## src/rtl/tmbs_pkg.sv

```systemverilog
// Shared constants and types for the test-mode and boundary-scan block.
package tmbs_pkg;
  localparam logic [1:0] TMBS_SEL_NORMAL = 2'h0;
  localparam logic [1:0] TMBS_SEL_NAND = 2'h3;
  localparam logic [1:0] TMBS_SEL_RESET_VAL = 2'h0;
  localparam int TMBS_SYNC_STAGES = 3;
  localparam int TMBS_NAND_WIDTH = 8;
  localparam int TMBS_BSR_WIDTH = 8;
  localparam int TMBS_IR_WIDTH = 2;
  localparam logic [1:0] TMBS_IR_EXTEST = 2'h0;
  localparam logic [1:0] TMBS_IR_SAMPLE = 2'h1;
  localparam logic [1:0] TMBS_IR_BYPASS = 2'h3;
  localparam logic [1:0] TMBS_IR_CAPTURE = 2'h1;
  localparam logic [1:0] TMBS_IR_RESET_VAL = 2'h3;
  typedef enum logic [3:0] {
    TAP_RESET, TAP_IDLE, TAP_SEL_DR, TAP_CAP_DR, TAP_SH_DR, TAP_EX1_DR,
    TAP_PAU_DR, TAP_EX2_DR, TAP_UPD_DR, TAP_SEL_IR, TAP_CAP_IR, TAP_SH_IR,
    TAP_EX1_IR, TAP_PAU_IR, TAP_EX2_IR, TAP_UPD_IR
  } tmbs_tap_type;
endpackage

```

## src/rtl/tmbs_top.sv

```systemverilog
// Test-mode strap capture, NAND tree and TAP controller.
`timescale 1ns/1ns
// What this block does
// In NAND-tree mode every pin output enable drops; the serial clock and TDO enables are not gated.
// In NAND-tree mode the serial clock pin carries the NAND tree result.
// The two-bit test select strap is captured during reset and sets mode.
// The mode holds until the strap changed and a new reset event occurred.
// Code 00 is normal, code 11 is NAND tree, codes 01 and 10 are reserved.
// The board holds both strap inputs low for normal operation.
// A standard boundary-scan test access port is provided and used.
// The port uses TCK, TDI, TDO, TMS and active-low TRST only.
// An undriven TMS reads high so the TAP stays in reset.
// PCI reset low, local reset low or backend health high is a reset.
// The strap is sampled during reset, frozen at release, reserved is off.
// Five TCK rises with TMS high, or TRST low, reset the TAP.
module tmbs_top
  import tmbs_pkg::*;
(
  input wire logic mclk, // System clock.
  input wire logic nrst, // Asynchronous reset, active low.
  input wire logic pciResetN, // PCI reset input, active low.
  input wire logic local_bus_reset_in_n, // Local bus reset, active low.
  input wire logic backend_ok_n, // Backend health, high means reset.
  input wire logic [1:0] test_select_strap, // Test mode strap pins.
  input wire logic [TMBS_NAND_WIDTH-1:0] nandIn, // NAND tree input pins.
  input wire logic [TMBS_BSR_WIDTH-1:0] pinIn, // Pin levels for capture.
  input wire logic [TMBS_BSR_WIDTH-1:0] coreOut, // Core pin outputs.
  input wire logic [TMBS_BSR_WIDTH-1:0] coreOe, // Core pin enables.
  input wire logic sclCore, // Core serial clock level.
  input wire logic tck, // Test clock.
  input wire logic tdi, // Test data in.
  input wire logic tmsIn, // Test mode select pin level.
  input wire logic tmsDriven, // Tester drives TMS when high.
  input wire logic trstN, // Test reset, active low.
  output logic [TMBS_BSR_WIDTH-1:0] pinOut, // Pin output values.
  output logic [TMBS_BSR_WIDTH-1:0] pinOe, // Pin output enables.
  output logic sclOut, // Serial clock pin value.
  output logic sclOe, // Serial clock pin enable.
  output logic tdo, // Test data out value.
  output logic tdoOe, // Test data out enable.
  output logic nandMode, // NAND tree mode active.
  output logic tapInReset // TAP in Test-Logic-Reset.
);
  //////////////////////////////////////////////////////////////////////////
  logic [1:0] modeSel_r;
  logic [TMBS_SYNC_STAGES-1:0] tckSync_r, tmsSync_r, tdiSync_r, trstSync_r;
  logic [TMBS_NAND_WIDTH-1:0] nandSync1_r, nandSync2_r;
  logic tckQual_r;
  tmbs_tap_type tap_r, tap_nxt;
  logic [TMBS_IR_WIDTH-1:0] irShift_r, ir_r;
  logic [TMBS_BSR_WIDTH-1:0] bsrShift_r, bsrUpd_r;
  logic bypass_r;
  wire chipReset = !pciResetN || !local_bus_reset_in_n
    || backend_ok_n;
  wire anyReset = !nrst || chipReset;

  // Strap is transparent while reset is held and freezes when it ends.
  always_ff @(posedge mclk or negedge nrst)
    if (!nrst)
      modeSel_r <= TMBS_SEL_RESET_VAL;
    else if (chipReset)
      modeSel_r <= test_select_strap; // see R3 see R4
  wire nandSel = (modeSel_r == TMBS_SEL_NAND); // see R5

  //////////////////////////////////////////////////////////////////////////
  // Test port inputs cross in through three stages; edges need stages 2 and 3.
  wire tmsPin = tmsDriven ? tmsIn : 1'b1;
  always_ff @(posedge mclk or negedge nrst)
    if (!nrst)
    begin
      tckSync_r <= '0;
      tmsSync_r <= '1;
      tdiSync_r <= '0;
      trstSync_r <= '0;
      tckQual_r <= 1'b0;
    end
    else
    begin
      tckSync_r <= {tckSync_r[1:0], tck};
      tmsSync_r <= {tmsSync_r[1:0], tmsPin};
      tdiSync_r <= {tdiSync_r[1:0], tdi};
      trstSync_r <= {trstSync_r[1:0], trstN};
      if (tckSync_r[1] == tckSync_r[2])
        tckQual_r <= tckSync_r[2];
    end
  wire tckAgree = (tckSync_r[1] == tckSync_r[2]);
  wire tckRise = tckAgree && tckSync_r[2] && !tckQual_r;
  wire tckFall = tckAgree && !tckSync_r[2] && tckQual_r;
  wire tmsS = tmsSync_r[2];
  wire tdiS = tdiSync_r[2];
  wire trstLow = !trstSync_r[1] || !trstSync_r[2];
  wire tapRst = anyReset || !trstN;

  //////////////////////////////////////////////////////////////////////////
  // Standard TAP state machine; TMS high walks to reset in five edges.
  always_comb
  begin
    tap_nxt = tap_r;
    case (tap_r)
      TAP_RESET: tap_nxt = tmsS ? TAP_RESET : TAP_IDLE;
      TAP_IDLE: tap_nxt = tmsS ? TAP_SEL_DR : TAP_IDLE;
      TAP_SEL_DR: tap_nxt = tmsS ? TAP_SEL_IR : TAP_CAP_DR;
      TAP_CAP_DR: tap_nxt = tmsS ? TAP_EX1_DR : TAP_SH_DR;
      TAP_SH_DR: tap_nxt = tmsS ? TAP_EX1_DR : TAP_SH_DR;
      TAP_EX1_DR: tap_nxt = tmsS ? TAP_UPD_DR : TAP_PAU_DR;
      TAP_PAU_DR: tap_nxt = tmsS ? TAP_EX2_DR : TAP_PAU_DR;
      TAP_EX2_DR: tap_nxt = tmsS ? TAP_UPD_DR : TAP_SH_DR;
      TAP_UPD_DR: tap_nxt = tmsS ? TAP_SEL_DR : TAP_IDLE;
      TAP_SEL_IR: tap_nxt = tmsS ? TAP_RESET : TAP_CAP_IR;
      TAP_CAP_IR: tap_nxt = tmsS ? TAP_EX1_IR : TAP_SH_IR;
      TAP_SH_IR: tap_nxt = tmsS ? TAP_EX1_IR : TAP_SH_IR;
      TAP_EX1_IR: tap_nxt = tmsS ? TAP_UPD_IR : TAP_PAU_IR;
      TAP_PAU_IR: tap_nxt = tmsS ? TAP_EX2_IR : TAP_PAU_IR;
      TAP_EX2_IR: tap_nxt = tmsS ? TAP_UPD_IR : TAP_SH_IR;
      TAP_UPD_IR: tap_nxt = tmsS ? TAP_SEL_DR : TAP_IDLE;
      default: tap_nxt = TAP_RESET;
    endcase
  end

  // TRST also resets asynchronously; the synchronised copy covers release.
  always_ff @(posedge mclk or posedge tapRst)
    if (tapRst)
      tap_r <= TAP_RESET; // see R7 see R8
    else if (trstLow)
      tap_r <= TAP_RESET;
    else if (tckRise)
      tap_r <= tap_nxt;

  //////////////////////////////////////////////////////////////////////////
  // Instruction, bypass and boundary registers shift on TCK rise.
  wire selExtest = (ir_r == TMBS_IR_EXTEST);
  wire selBsr = selExtest || (ir_r == TMBS_IR_SAMPLE);
  always_ff @(posedge mclk or posedge tapRst)
    if (tapRst)
    begin
      irShift_r <= '0;
      ir_r <= TMBS_IR_RESET_VAL;
      bsrShift_r <= '0;
      bsrUpd_r <= '0;
      bypass_r <= 1'b0;
    end
    else if (trstLow || tap_r == TAP_RESET)
      ir_r <= TMBS_IR_RESET_VAL;
    else if (tckRise)
    begin
      case (tap_r)
        TAP_CAP_IR: irShift_r <= TMBS_IR_CAPTURE;
        TAP_SH_IR: irShift_r <= {tdiS, irShift_r[TMBS_IR_WIDTH-1:1]};
        TAP_CAP_DR:
        begin
          bypass_r <= 1'b0;
          bsrShift_r <= pinIn;
        end
        TAP_SH_DR:
        begin
          bypass_r <= tdiS;
          bsrShift_r <= {tdiS, bsrShift_r[TMBS_BSR_WIDTH-1:1]};
        end
        default: ;
      endcase
    end
    else if (tckFall && tap_r == TAP_UPD_IR)
      ir_r <= irShift_r;
    else if (tckFall && tap_r == TAP_UPD_DR && selBsr)
      bsrUpd_r <= bsrShift_r;

  // TDO changes on the falling edge and floats outside shift states.
  wire shifting = (tap_r == TAP_SH_DR) || (tap_r == TAP_SH_IR);
  wire tdoBit = (tap_r == TAP_SH_IR) ? irShift_r[0] :
                selBsr ? bsrShift_r[0] : bypass_r;
  always_ff @(posedge mclk or negedge nrst)
    if (!nrst)
    begin
      tdo <= 1'b0;
      tdoOe <= 1'b0;
      tapInReset <= 1'b1;
    end
    else
    begin
      if (tckFall)
      begin
        tdo <= tdoBit;
        tdoOe <= shifting;
      end
      tapInReset <= (tap_r == TAP_RESET);
    end

  //////////////////////////////////////////////////////////////////////////
  // NAND tree chains all eight nandIn pins; result goes out on the serial clock.
  logic [TMBS_NAND_WIDTH:0] chain;
  assign chain[0] = 1'b1;
  genvar gi;
  generate
    for (gi = 0; gi < TMBS_NAND_WIDTH; gi++)
    begin : g_nand
      assign chain[gi+1] = ~(chain[gi] & nandSync2_r[gi]);
    end
  endgenerate

  wire [TMBS_BSR_WIDTH-1:0] outVal = selExtest ? bsrUpd_r : coreOut;
  always_ff @(posedge mclk or negedge nrst)
    if (!nrst)
    begin
      nandSync1_r <= '0;
      nandSync2_r <= '0;
      pinOut <= '0;
      pinOe <= '0;
      sclOut <= 1'b0;
      sclOe <= 1'b0;
      nandMode <= 1'b0;
    end
    else
    begin
      nandSync1_r <= nandIn;
      nandSync2_r <= nandSync1_r;
      nandMode <= nandSel;
      pinOut <= outVal;
      pinOe <= nandSel ? '0 : (selExtest ? '1 : coreOe);
      sclOut <= nandSel ? chain[TMBS_NAND_WIDTH] : sclCore;
      sclOe <= 1'b1;
    end
endmodule // tmbs_top

```

## config.mk

```make
export PLATFORM = sky130hd
export DESIGN_NAME = tmbs_top
export DESIGN_NICKNAME = d
export VERILOG_FILES = /design/src/rtl/tmbs_pkg.sv /design/src/rtl/tmbs_top.sv
export SDC_FILE = /design/constraint.sdc
export NUM_CORES = 1
export LEC_CHECK = 0
export BUFFER_PORTS_ARGS = -buffer_cell sky130_fd_sc_hd__buf_2
export CORE_MARGIN = 2
export CORE_UTILIZATION = 40
export CTS_CLUSTER_SIZE = 28
export DETAILED_ROUTE_END_ITERATION = 16
export PLACE_DENSITY = 0.72
export SLEW_MARGIN = 20
export SYNTH_ARGS = -nofsm -noshare
export SYNTH_HDL_FRONTEND = slang
export SYNTH_SLANG_ARGS = --single-unit
```

## constraint.sdc

```tcl
create_clock -name mclk -period 1.95 [get_ports mclk]
set_input_delay 0.195 -clock mclk [delete_from_list [all_inputs] [get_ports mclk]]
set_output_delay 0.195 -clock mclk [all_outputs]
set_load 0.02 [all_outputs]
```

==> metrics.yaml, run 1 <==
ir_drop_mv: 0.654
hold_viol_final: 19
clk_latency_ns: 0.35
nFillCells: 674
slew_headroom_pct: 57.0
synth_seq_area_share_pct: 64.6
synthArstFlopShare_pct: 100
fin_crit_sh_pct: 89.2
holdWs_ns: -0.0158
dr.first_iter.drc_count: 109
antenna_found_initial: 0
synth_edf_count: 0
grt_start_max_net_pins: 54
fin_total_pwr_uw: 3250
syn_nets: 294
criticalPathCategory: "flip-flop to flip-flop"
vias: 2090
tightestPinTransition_ns: 0.645
place_ws_ns: 0.225
ys_ff_latch: 78
arrival_ns: 2.01
vias_per_cell: 4.78
grt_overflow: 0
worst_slack_ns: 0.210
dr.pass1.iters: 4
grt_pass1_wl_microns: 10000
clock-sinks: 78
pin_count: 67
grt_usage_pct: 15.2
netlist_instances: 247
maxSlewViolCount: 0
area_growth_pct: 26.8
wirelength_microns: 5760
fin_setup_tns_ns: 0
fp.dieW_microns: 91.1
synth_area_sq_um: 3040
ys.flop_type: "dfrtp_1"
setup_viol: 0
die-area_sq_um: 8300
end_kind: "flip-flop"
cts_buffers: 9
io_buffers: 66
hp-class: "primary input to asynchronous set/reset pin"
drc: 0
ys_types: 43
failed_checks: "hold timing"
power_leakage_uw: 0.00181
antennaDiodeCount: 0
maxCapViolCount: 0
rows: 31
drive_gt1_share_pct: 37.3
cts_tree: "done"
seqCellArea_sq_um: 1960
dpl.hpwl_microns: 3980
critPathLaunchType: "flip-flop"
gp_congestion: 0.790
crit_required_ns: 2.22
design.core.area_sq_um: 7290
ant_nets: 0
min_period_ns: 1.74
clock.fmax_ghz: 0.575
cp_max_fo: 17
multi_input_area_sq_um: 985
cts_root_buf: "clkbuf_8"
finalClockSkew_ns: 0.00880
grt_pass1_vias: 2101
syn_avg_cell_area_sq_um: 12.3
clk_pin_slew_ns: 0.08
die_height_microns: 91.1
powerDensity_nw_per_um2: 845
status: "complete, but fails checks"
avgRoutedWirePerCell_microns: 13.2
clk_path_buf_depth: 2
rsz0062_at_grt: "no"
start_util_pct: 41.6
htree_levels: 3
layout.nets: 380
cts_setup_buffers: 0
ys_warn_count: 0
==> state kept, by name, indices dropped and copies added (netlist names), 2 cells and up <==
name         cells
ir_r             2
tckSync_r        3
tmsSync_r        3
bsrUpd_r         8
nandSync2_r      8
pinOut           8
modeSel_r        2
trstSync_r       3
tdiSync_r        3
nandSync1_r      8
irShift_r        2
pinOe            8
tap_r            4
bsrShift_r       8
==> cell type report <==
cell class                 count  area share [%]
clock inverter                 7            2.50
timing repair buffer          88            13.7
multi-input combinational    147            25.6
inverter                       9           0.878
tap                           99            3.22
clock buffer                   9            3.22
sequential                    78            50.9
==> synthesized netlist by cell type (3+ instances only) <==
library cell,n,share of area [%]
a21oi_1,17,2.8
and3_1,3,0.62
clkbuf_1,6,0.74
dfstp_2,6,5.2
inv_1,8,0.99
nand2_1,14,1.7
buf_1,3,0.37
mux2i_1,11,3.6
o21ai_0,8,1.3
nor2_1,35,4.3
dfrtp_1,72,59
o211ai_1,4,0.99
mux2_2,19,7.0
==> kinds of logic (layout without fill, tap and decap cells) <==
kind of cell,Yosys count,in the layout,share of synthesized area [%]
other,1,1,0.124
DFF,78,78,64.6
xor gates and xnor gates,1,1,0.289
buffers and inverters,22,113,3.30
muxes,30,30,10.7
AOI/OAI and AO/OA,43,43,9.36
adders and majority gates,2,2,0.824
and+or+nand+nor,70,70,10.9
==> critical path, cell delays in order (launching register included) <==
cell       delay [ns]
dfrtp_1          0.46
or3b_4           0.42
a2111oi_4        0.34
buf_4            0.26
nor2_1           0.06
a21oi_1          0.13
==> per-stage QoR <==
stage               std cells  instance area [sq um]  util, %
floorplan                 247                   3040        -
global placement          409                   3510     48.1
detailed placement        409                   3510     48.1
CTS                       437                   3850     52.8
global route              437                   3850     52.8
finish                    437                   3850     52.8
==> report_power, final <==
group	internal, uW	switching (uW)	total (uW)
combinational	105	130	235
sequential	1680	24.6	1710
clock	724	584	1310
total	2510	738	3250
==> repair_timing <==
action,4_1_cts,5_1_grt
gates resized for setup,0,0
hold buffers,12,0
hold endpoints to repair,26,0
==> routing by layer <==
layer	wire length [microns]	GRT usage [%]
met3	396	6.72
met1	2460	19.0
met2	2850	24.2
met5	0	0
met4	51	4.17
==> worst paths after layout <==
| check | start | to | slack, ns | cells past startpoint |
|---|---|---|---|---|
| setup / recovery | tap_r[1] | bsrShift_r[5] | 0.21 | 5 |
| hold / removal | nrst | nandMode | -0.02 | 2 |
| setup reg to reg | tap_r[1] | bsrShift_r[5] | 0.21 | 5 |
| hold reg to reg | tdiSync_r[0] | tdiSync_r[1] | 0.35 | 0 |
| max in group asynchronous | trstN | ir_r[1] | 1.10 | 5 |
| min in group mclk | tmsIn | tmsSync_r[0] | 0.04 | 2 |
==> cells in the final DEF (no fill, tap or decap), drive strengths merged, types with 2 or more instances in the layout <==
| master | Yosys | layout |
|---|---|---|
| nand2 | 14 | 14 |
| dfrtp | 72 | 72 |
| dfstp | 6 | 6 |
| bufinv | 0 | 2 |
| buf | 7 | 76 |
| mux2 | 19 | 19 |
| nor3 | 2 | 2 |
| nor2b | 2 | 2 |
| o211ai | 4 | 4 |
| inv | 9 | 10 |
| clkbuf | 6 | 9 |
| a31oi | 2 | 2 |
| a21oi | 18 | 18 |
| ha | 2 | 2 |
| nand4 | 2 | 2 |
| o21ai | 8 | 8 |
| o22ai | 2 | 2 |
| dlygate4sd3 | 0 | 12 |
| clkinv | 0 | 4 |
| nand2b | 2 | 2 |
| and3 | 3 | 3 |
| mux2i | 11 | 11 |
| nand3b | 2 | 2 |
| nor4 | 3 | 3 |
| nor2 | 36 | 36 |
No activity file was read; power rests on OpenSTA's default activity.
==> run 2: changes to the inputs <==
--- a/config.mk
+++ b/config.mk
@@ -6,11 +6,14 @@
 export NUM_CORES = 1
 export LEC_CHECK = 0
 export BUFFER_PORTS_ARGS = -buffer_cell sky130_fd_sc_hd__buf_2
+export CELL_PAD_IN_SITES_DETAIL_PLACEMENT = 0
+export CELL_PAD_IN_SITES_GLOBAL_PLACEMENT = 1
 export CORE_MARGIN = 2
 export CORE_UTILIZATION = 40
 export CTS_CLUSTER_SIZE = 28
 export DETAILED_ROUTE_END_ITERATION = 16
-export PLACE_DENSITY = 0.72
+export GPL_TIMING_DRIVEN = 0
+export PLACE_DENSITY = 0.81
 export SLEW_MARGIN = 20
 export SYNTH_ARGS = -nofsm -noshare
 export SYNTH_HDL_FRONTEND = slang
==> run 2 against run 1 <==
Compared with the run above:
- the run now ends clean
- global-route usage shrank 0.19 points
- clock power up 3%
- final cell count up 1.8%
- via count grew 1.2%
- critical path depth rose by 2
- sequential power about the same
- worst setup slack worse by 0.12 ns
- routed wire length grew 5.8%
- power is 1.5% higher
- register-to-register slack worse by 0.12 ns
- critical endpoint is now bsrShift_r[0]
- largest power group unchanged
==> metrics.yaml, run 2 (same netlist as run 1, synthesis figures left out) <==
status: "finished, final reports clean"
ir_drop_mv: 0.742  # +13%
clkPwrFrac_pct: 40.9  # +0.6 points
finalClockSkew_ns: 0.00989  # +0.00110 ns
wirelength_microns: 6090  # +5.8%
crit_buf_inv: 3  # +2
grt_start_max_net_pins: 55  # +1.9%
die-area_sq_um: 8300  # unchanged
cts_root_buf: "clkbuf_8"
arrival_ns: 2.13  # +0.12 ns
htree_levels: 3  # unchanged
grt_usage_pct: 15.0  # -0.19 points
critPathLaunch: "tap_r[1]"
clock-sinks: 78  # unchanged
hold_start: "tmsIn"
cts_buffers: 9  # unchanged
pin_count: 67  # unchanged
design.core.area_sq_um: 7290  # unchanged
powerDensity_nw_per_um2: 842  # -0.36%
cp_max_fo: 10  # -7
r2r-start: "tap_r[1]"
drive_gt1_share_pct: 36.1  # -1.2 points
dpl.hpwl_microns: 4020  # +0.95%
layout_commonest_cell: "dfrtp_1"
dr.first_iter.drc_count: 53  # -51%
antenna_found_initial: 0  # unchanged
layout.nets: 388  # +2.1%
p_switching_uw: 743  # +0.65%
grt_overflow: 0  # unchanged
ant_nets: 0  # unchanged
worst_slack_ns: 0.0927  # -0.117 ns
slew_headroom_pct: 56.0  # -1.0 points
die_height_microns: 91.1  # unchanged
min_path_cells: 2
p_seq_share_pct: 51.6  # -0.9 points
maxCapViolCount: 0  # unchanged
end_kind: "flip-flop"
place_inst: 412  # +0.73%
grt_pass1_vias: 2064  # -1.8%
regToRegEndpoint: "bsrShift_r[0]"
min_period_ns: 1.86  # +0.117 ns
hold_end: "tmsSync_r[0]"
critPathLaunchType: "flip-flop"
crit_required_ns: 2.22  # about the same
r2r_cells: 7  # +2
clk_path_buf_depth: 2  # unchanged
drc: 0  # unchanged
pwr-share-comb_pct: 7.5  # +0.3 points
path_cells: "buf_2, or3b_4, a2111oi_4, buf_4, buf_6, nor2_2, a21oi_2"
gp_congestion: 0.884  # +12%
clock.fmax_ghz: 0.538  # -6.3%
fp.dieW_microns: 91.1  # unchanged
io_buffers: 66  # unchanged
instances_no_fill: 445  # +1.8%
cts_tree: "done"
rows: 31  # unchanged
fin_setup_tns_ns: 0  # unchanged
place_ws_ns: -0.0391  # -0.264 ns
dr.pass1.iters: 4  # unchanged
setup_viol: 0  # unchanged
tightestPinTransition_ns: 0.660  # +0.0150 ns
rsz0062_at_grt: "no"
clk_pin_slew_ns: 0.08  # about the same
cpPeakStageDelay_ns: 0.39  # -0.07 ns
start_util_pct: 41.6  # unchanged
vias_per_cell: 4.76  # -0.58%
grt_pass1_wl_microns: 9740  # -2.6%
fin_crit_sh_pct: 95.2  # +6.0 points
critPathSlowestCell: "or3b_4"
criticalPathCategory: "flip-flop to flip-flop"
avgRoutedWirePerCell_microns: 13.7  # +3.9%
intPower_uw: 2550  # +1.7%
area_growth_pct: 29.1
antennaDiodeCount: 0  # unchanged
critPathTopFamily: "buffers and inverters"
power_leakage_uw: 0.00182  # +1.0%
switching_share_pct: 22.5  # -0.18 points
final_cell_mix: "dfrtp_1 (72), buf_2 (68), nor2_1 (33)"
maxSlewViolCount: 0  # unchanged
hold_viol_final: 0  # -19
vias: 2116  # +1.2%
ff2ff_setup_slack_ns: 0.09  # -0.12 ns
holdWs_ns: 0.0443  # +0.0600 ns
clk_latency_ns: 0.34  # about the same
hp-class: "primary input to flip-flop"
[run 2: cell count changes in the layout (fill, tap and decap cells not counted), sizes merged]
| cell | change |
|---|---|
| clkbuf | +7 |
| dlygate4sd3 | +1 |
| nor2 | +1 |
| inv | +1 |
| clkinv | -2 |
[run 2: worst max-delay path by stage]
stage                               end  slack [ns]  cells after the start
after floorplan                bypass_r        0.17                      5
after global placement      bsrUpd_r[2]       -1.36                      3
after detailed placement  bsrShift_r[0]       -0.04                      5
after CTS                   bsrUpd_r[7]       0.004                      4
after global routing                tdo        0.02                      6
final                     bsrShift_r[0]        0.09                      7
[run 2: what timing repair did]
action                                 CTS  global route
pin swaps                                2             1
setup endpoints to repair                9            42
resized for setup                        2             2
endpoints found under the hold margin   61             0
hold buffers                            13             0
setup buffers                            0             3
gates cloned                             0             1
[run 2: worst register-to-register path, stage by stage (launching register included)]
cell	delay (ns)
dfrtp_1	0.36
buf_2	0.18
or3b_4	0.40
a2111oi_4	0.35
buf_4	0.21
buf_6	0.15
nor2_2	0.04
a21oi_2	0.10
[run 2: area by class of cell]
class                      count  area (sq um)
buffer                        13          67.6
clock inverter                 6          91.3
fill                         668          3370
timing repair buffer          82           498
multi-input combinational    148          1010
sequential                    78          1960
inverter                       9          33.8
tap                           99           124
clock buffer                  10           138
[run 2: power by group through the flow]
stage / sequential, uW / combinational [uW] / clock, uW
floorplan: 1770 / 78.0 / 0
global placement: 1730 / 220 / 0
detailed placement: 1740 / 226 / 0
CTS: 1700 / 247 / 1390
global route: 1710 / 277 / 1450
finish: 1700 / 247 / 1350
[run 2: metrics by stage]
step	util, %	instance area, sq um	power, uW
floorplan	-	3040	1850
global placement	47.9	3490	1950
detailed placement	48.0	3500	1960
CTS	53.0	3860	3340
global route	53.7	3920	3430
finish	53.7	3920	3300
[run 2: per-layer routing]
layer,track usage [%],routed length [microns],up-vias
met5,0,0,-
met4,5.93,131,0
met2,24.3,2950,63
met3,4.65,351,11
li1,-,-,1036
met1,19.0,2660,1006
==> run 3: changes to the inputs <==
--- a/config.mk
+++ b/config.mk
@@ -5,6 +5,7 @@
 export SDC_FILE = /design/constraint.sdc
 export NUM_CORES = 1
 export LEC_CHECK = 0
+export ABC_AREA = 1
 export BUFFER_PORTS_ARGS = -buffer_cell sky130_fd_sc_hd__buf_2
 export CELL_PAD_IN_SITES_DETAIL_PLACEMENT = 0
 export CELL_PAD_IN_SITES_GLOBAL_PLACEMENT = 1
@@ -13,7 +14,8 @@
 export CTS_CLUSTER_SIZE = 28
 export DETAILED_ROUTE_END_ITERATION = 16
 export GPL_TIMING_DRIVEN = 0
-export PLACE_DENSITY = 0.81
+export MAX_ROUTING_LAYER = met4
+export PLACE_DENSITY = 0.83
 export SLEW_MARGIN = 20
 export SYNTH_ARGS = -nofsm -noshare
 export SYNTH_HDL_FRONTEND = slang
==> run 3 against run 2 <==
Compared with the run above:
- fmax up 11%
- hold slack worse by 0.024 ns
- clock skew up 0.0035 ns
- largest cell class unchanged
- highest routed layer unchanged
- routed wire length rose by 0.77%
- power shrank 0.65%
- clock-buffer cell count is 1 lower
- register-to-register slack gained 0.26 ns
- sequential share of layout area shrank 0.83 points
- non-clock buffer count decreased by 9
- via count up 8.6%
- combinational power increased by 8.1%
- final cell count grew 16%
==> metrics.yaml, run 3 <==
r2r_cells: 9  # +2
ant_nets: 0  # unchanged
drive_gt1_share_pct: 31.8  # -4.3 points
min_period_ns: 1.67  # -0.189 ns
layout_commonest_cell: "nand2_1"
synth_top_cell_area_share_pct: 56.9  # -2.5 points
clk_path_buf_depth: 2  # unchanged
dr.first_iter.drc_count: 77  # +45%
criticalPathCategory: "primary input to asynchronous set/reset pin"
layout.nets: 458  # +18%
ys_types: 29  # -33%
critPathLaunch: "nrst"
ys.flop_type: "dfrtp_1"
cts_tree: "done"
synth_top_cell_by_area: "dfrtp_1"
clock-sinks: 78  # unchanged
synthArstFlopShare_pct: 100  # unchanged
synth.area.top_cells: "dfrtp_1 (57%), nand2_1 (9.8%), nor2_1 (5.3%)"
hp-class: "primary input to flip-flop"
ys_ff_latch: 78  # unchanged
dr.pass1.iters: 4  # unchanged
path_cells: "dlygate4sd3_1, buf_4, nand2_1, nor2_2"
nFillCells: 725  # +8.5%
antennaDiodeCount: 0  # unchanged
fin_total_pwr_uw: 3280  # -0.65%
setup_viol: 0  # unchanged
vias_per_cell: 4.44  # -6.6%
ff2ff_setup_slack_ns: 0.35  # +0.26 ns
avgRoutedWirePerCell_microns: 11.9  # -13%
fin_crit_sh_pct: 85.5  # -9.7 points
cts_buffers: 9  # unchanged
synth_common_cells: "nand2_1 (83), dfrtp_1 (72), nor2_1 (45)"
final_core_util_pct: 51.8  # -1.9 points
io_buffers: 66  # unchanged
clock.fmax_ghz: 0.599  # +11%
dpl.hpwl_microns: 4240  # +5.5%
vias: 2297  # +8.6%
final_cell_mix: "nand2_1 (83), dfrtp_1 (72), buf_2 (68)"
cpPeakStageDelay_ns: 0.56  # +0.17 ns
pin_count: 67  # unchanged
grt_pass1_wl_microns: 10100  # +3.9%
ys_warn_count: 0  # unchanged
gp_congestion: 0.842  # -4.8%
synth_most_common_cell: "nand2_1"
hold_viol_final: 0  # unchanged
end_kind: "asynchronous set/reset pin"
grt_start_max_net_pins: 55  # unchanged
clk_latency_ns: 0.36  # +0.02 ns
slew_headroom_pct: 56.0  # +0.057 points
status: "finished, final reports clean"
grt_usage_pct: 15.7  # +0.62 points
antenna_found_initial: 0  # unchanged
area_growth_pct: 25.8
die_height_microns: 93.0  # +2.1%
cts_root_buf: "clkbuf_8"
synth_edf_count: 0  # unchanged
critPathSlowestCell: "nor2_2"
grt_overflow: 0  # unchanged
wirelength_microns: 6140  # +0.77%
power_leakage_uw: 0.00211  # +16%
rsz0062_at_grt: "no"
regToRegEndpoint: "bypass_r"
powerDensity_nw_per_um2: 822  # -2.3%
syn_nets: 367  # +25%
syn_avg_cell_area_sq_um: 9.90  # -19%
grt_pass1_vias: 2237  # +8.4%
fp.dieW_microns: 93.0  # +2.1%
r2r-start: "tckSync_r[1]"
synth_area_sq_um: 3170  # +4.4%
arrival_ns: 2.11  # -0.02 ns
finalClockSkew_ns: 0.0134  # +0.00354 ns
rows: 32  # +3.2%
netlist_instances: 320  # +30%
clk_pin_slew_ns: 0.08  # about the same
start_util_pct: 41.2  # -0.42 points
ir_drop_mv: 0.392  # -47%
synth_seq_area_share_pct: 61.8  # -2.7 points
tightestPinTransition_ns: 0.660  # -0.000850 ns
crit_required_ns: 2.39  # +0.17 ns
die-area_sq_um: 8650  # +4.2%
drc: 0  # unchanged
design.core.area_sq_um: 7690  # +5.4%
maxCapViolCount: 0  # unchanged
critPathLaunchType: "primary input"
htree_levels: 3  # unchanged
cp_max_fo: 54  # +44
endpoint: "tap_r[0]"
maxSlewViolCount: 0  # unchanged
==> run 3: critical path: cells and delay by family <==
kind / cells / cell delay, ns
buffers and inverters: 2 / 1.06
AND/OR/NAND/NOR: 2 / 0.83
==> run 3: metrics by stage <==
| step | hold slack [ns] | setup WS [ns] | instances | area (sq um) | TNS [ns] |
|---|---|---|---|---|---|
| 2_1_floorplan | -0.101 | 0.230 | 320 | 3170 | 0 |
| 3_3_place_gp | 0.304 | -1.28 | 488 | 3630 | -31.01 |
| 3_5_place_dp | 0.275 | 0.319 | 488 | 3640 | 0 |
| 4_1_cts | 0.00528 | 0.158 | 516 | 3980 | 0 |
| 5_1_grt | 0.00847 | 0.0464 | 517 | 3980 | 0 |
| 6_report | 0.0199 | 0.282 | 517 | 3980 | 0 |
==> run 3: worst min path at each step <==
stage                         to  slack (ns)  cells past startpoint  startpoint
global placement    tdiSync_r[0]        0.30                      1         tdi
CTS                 tmsSync_r[0]       0.005                      3       tmsIn
global route        tmsSync_r[0]       0.008                      3       tmsIn
finish              tmsSync_r[0]        0.02                      3       tmsIn
floorplan           modeSel_r[0]       -0.10                      0        nrst
detailed placement     pinOut[4]        0.27                      1        nrst
==> run 3: final cells by class <==
| class | count | area (sq um) | area share (%) |
|---|---|---|---|
| well taps | 102 | 128 | 3.20 |
| plain buffers | 7 | 48.8 | 1.22 |
| multi-input cells | 203 | 1050 | 26.4 |
| inverters | 33 | 124 | 3.11 |
| flip-flops and latches | 78 | 1960 | 49.2 |
| repair buffers | 79 | 463 | 11.6 |
| clock buffers | 9 | 124 | 3.11 |
| clock inverters | 6 | 87.6 | 2.20 |
==> run 3: power by group <==
| part | total, uW | internal [uW] | switching (uW) |
|---|---|---|---|
| Clock | 1290 | 713 | 573 |
| Combinational | 267 | 109 | 157 |
| Sequential | 1720 | 1690 | 29.3 |
| Total | 3280 | 2520 | 760 |
==> run 3: logic make-up (layout without fill, tap and decap cells) <==
| kind of cell | Yosys count | count (layout) | synth area share [%] |
|---|---|---|---|
| other | 1 | 1 | 0.118 |
| muxes | 2 | 2 | 0.711 |
| adders and majority gates | 2 | 2 | 0.790 |
| AOI/OAI and AO/OA | 44 | 44 | 9.44 |
| and+or+nand+nor | 153 | 154 | 21.6 |
| buffers and inverters | 40 | 134 | 5.45 |
| DFF | 78 | 78 | 61.8 |
==> run 3: routing by layer <==
metal  GRT usage [%]  up-vias  routed length, microns
met5               -        -                       0
met4            6.25        0                     102
met3            4.75        9                     339
met2            24.5       55                    2890
met1            19.2     1062                    2810
li1                -     1171                       -
==> run 3: what timing repair did <==
action	CTS	global route
hold endpoints to repair	61	0
buffers inserted	0	0
hold buffers	13	0
setup endpoints to repair	0	23
resized for setup	0	0
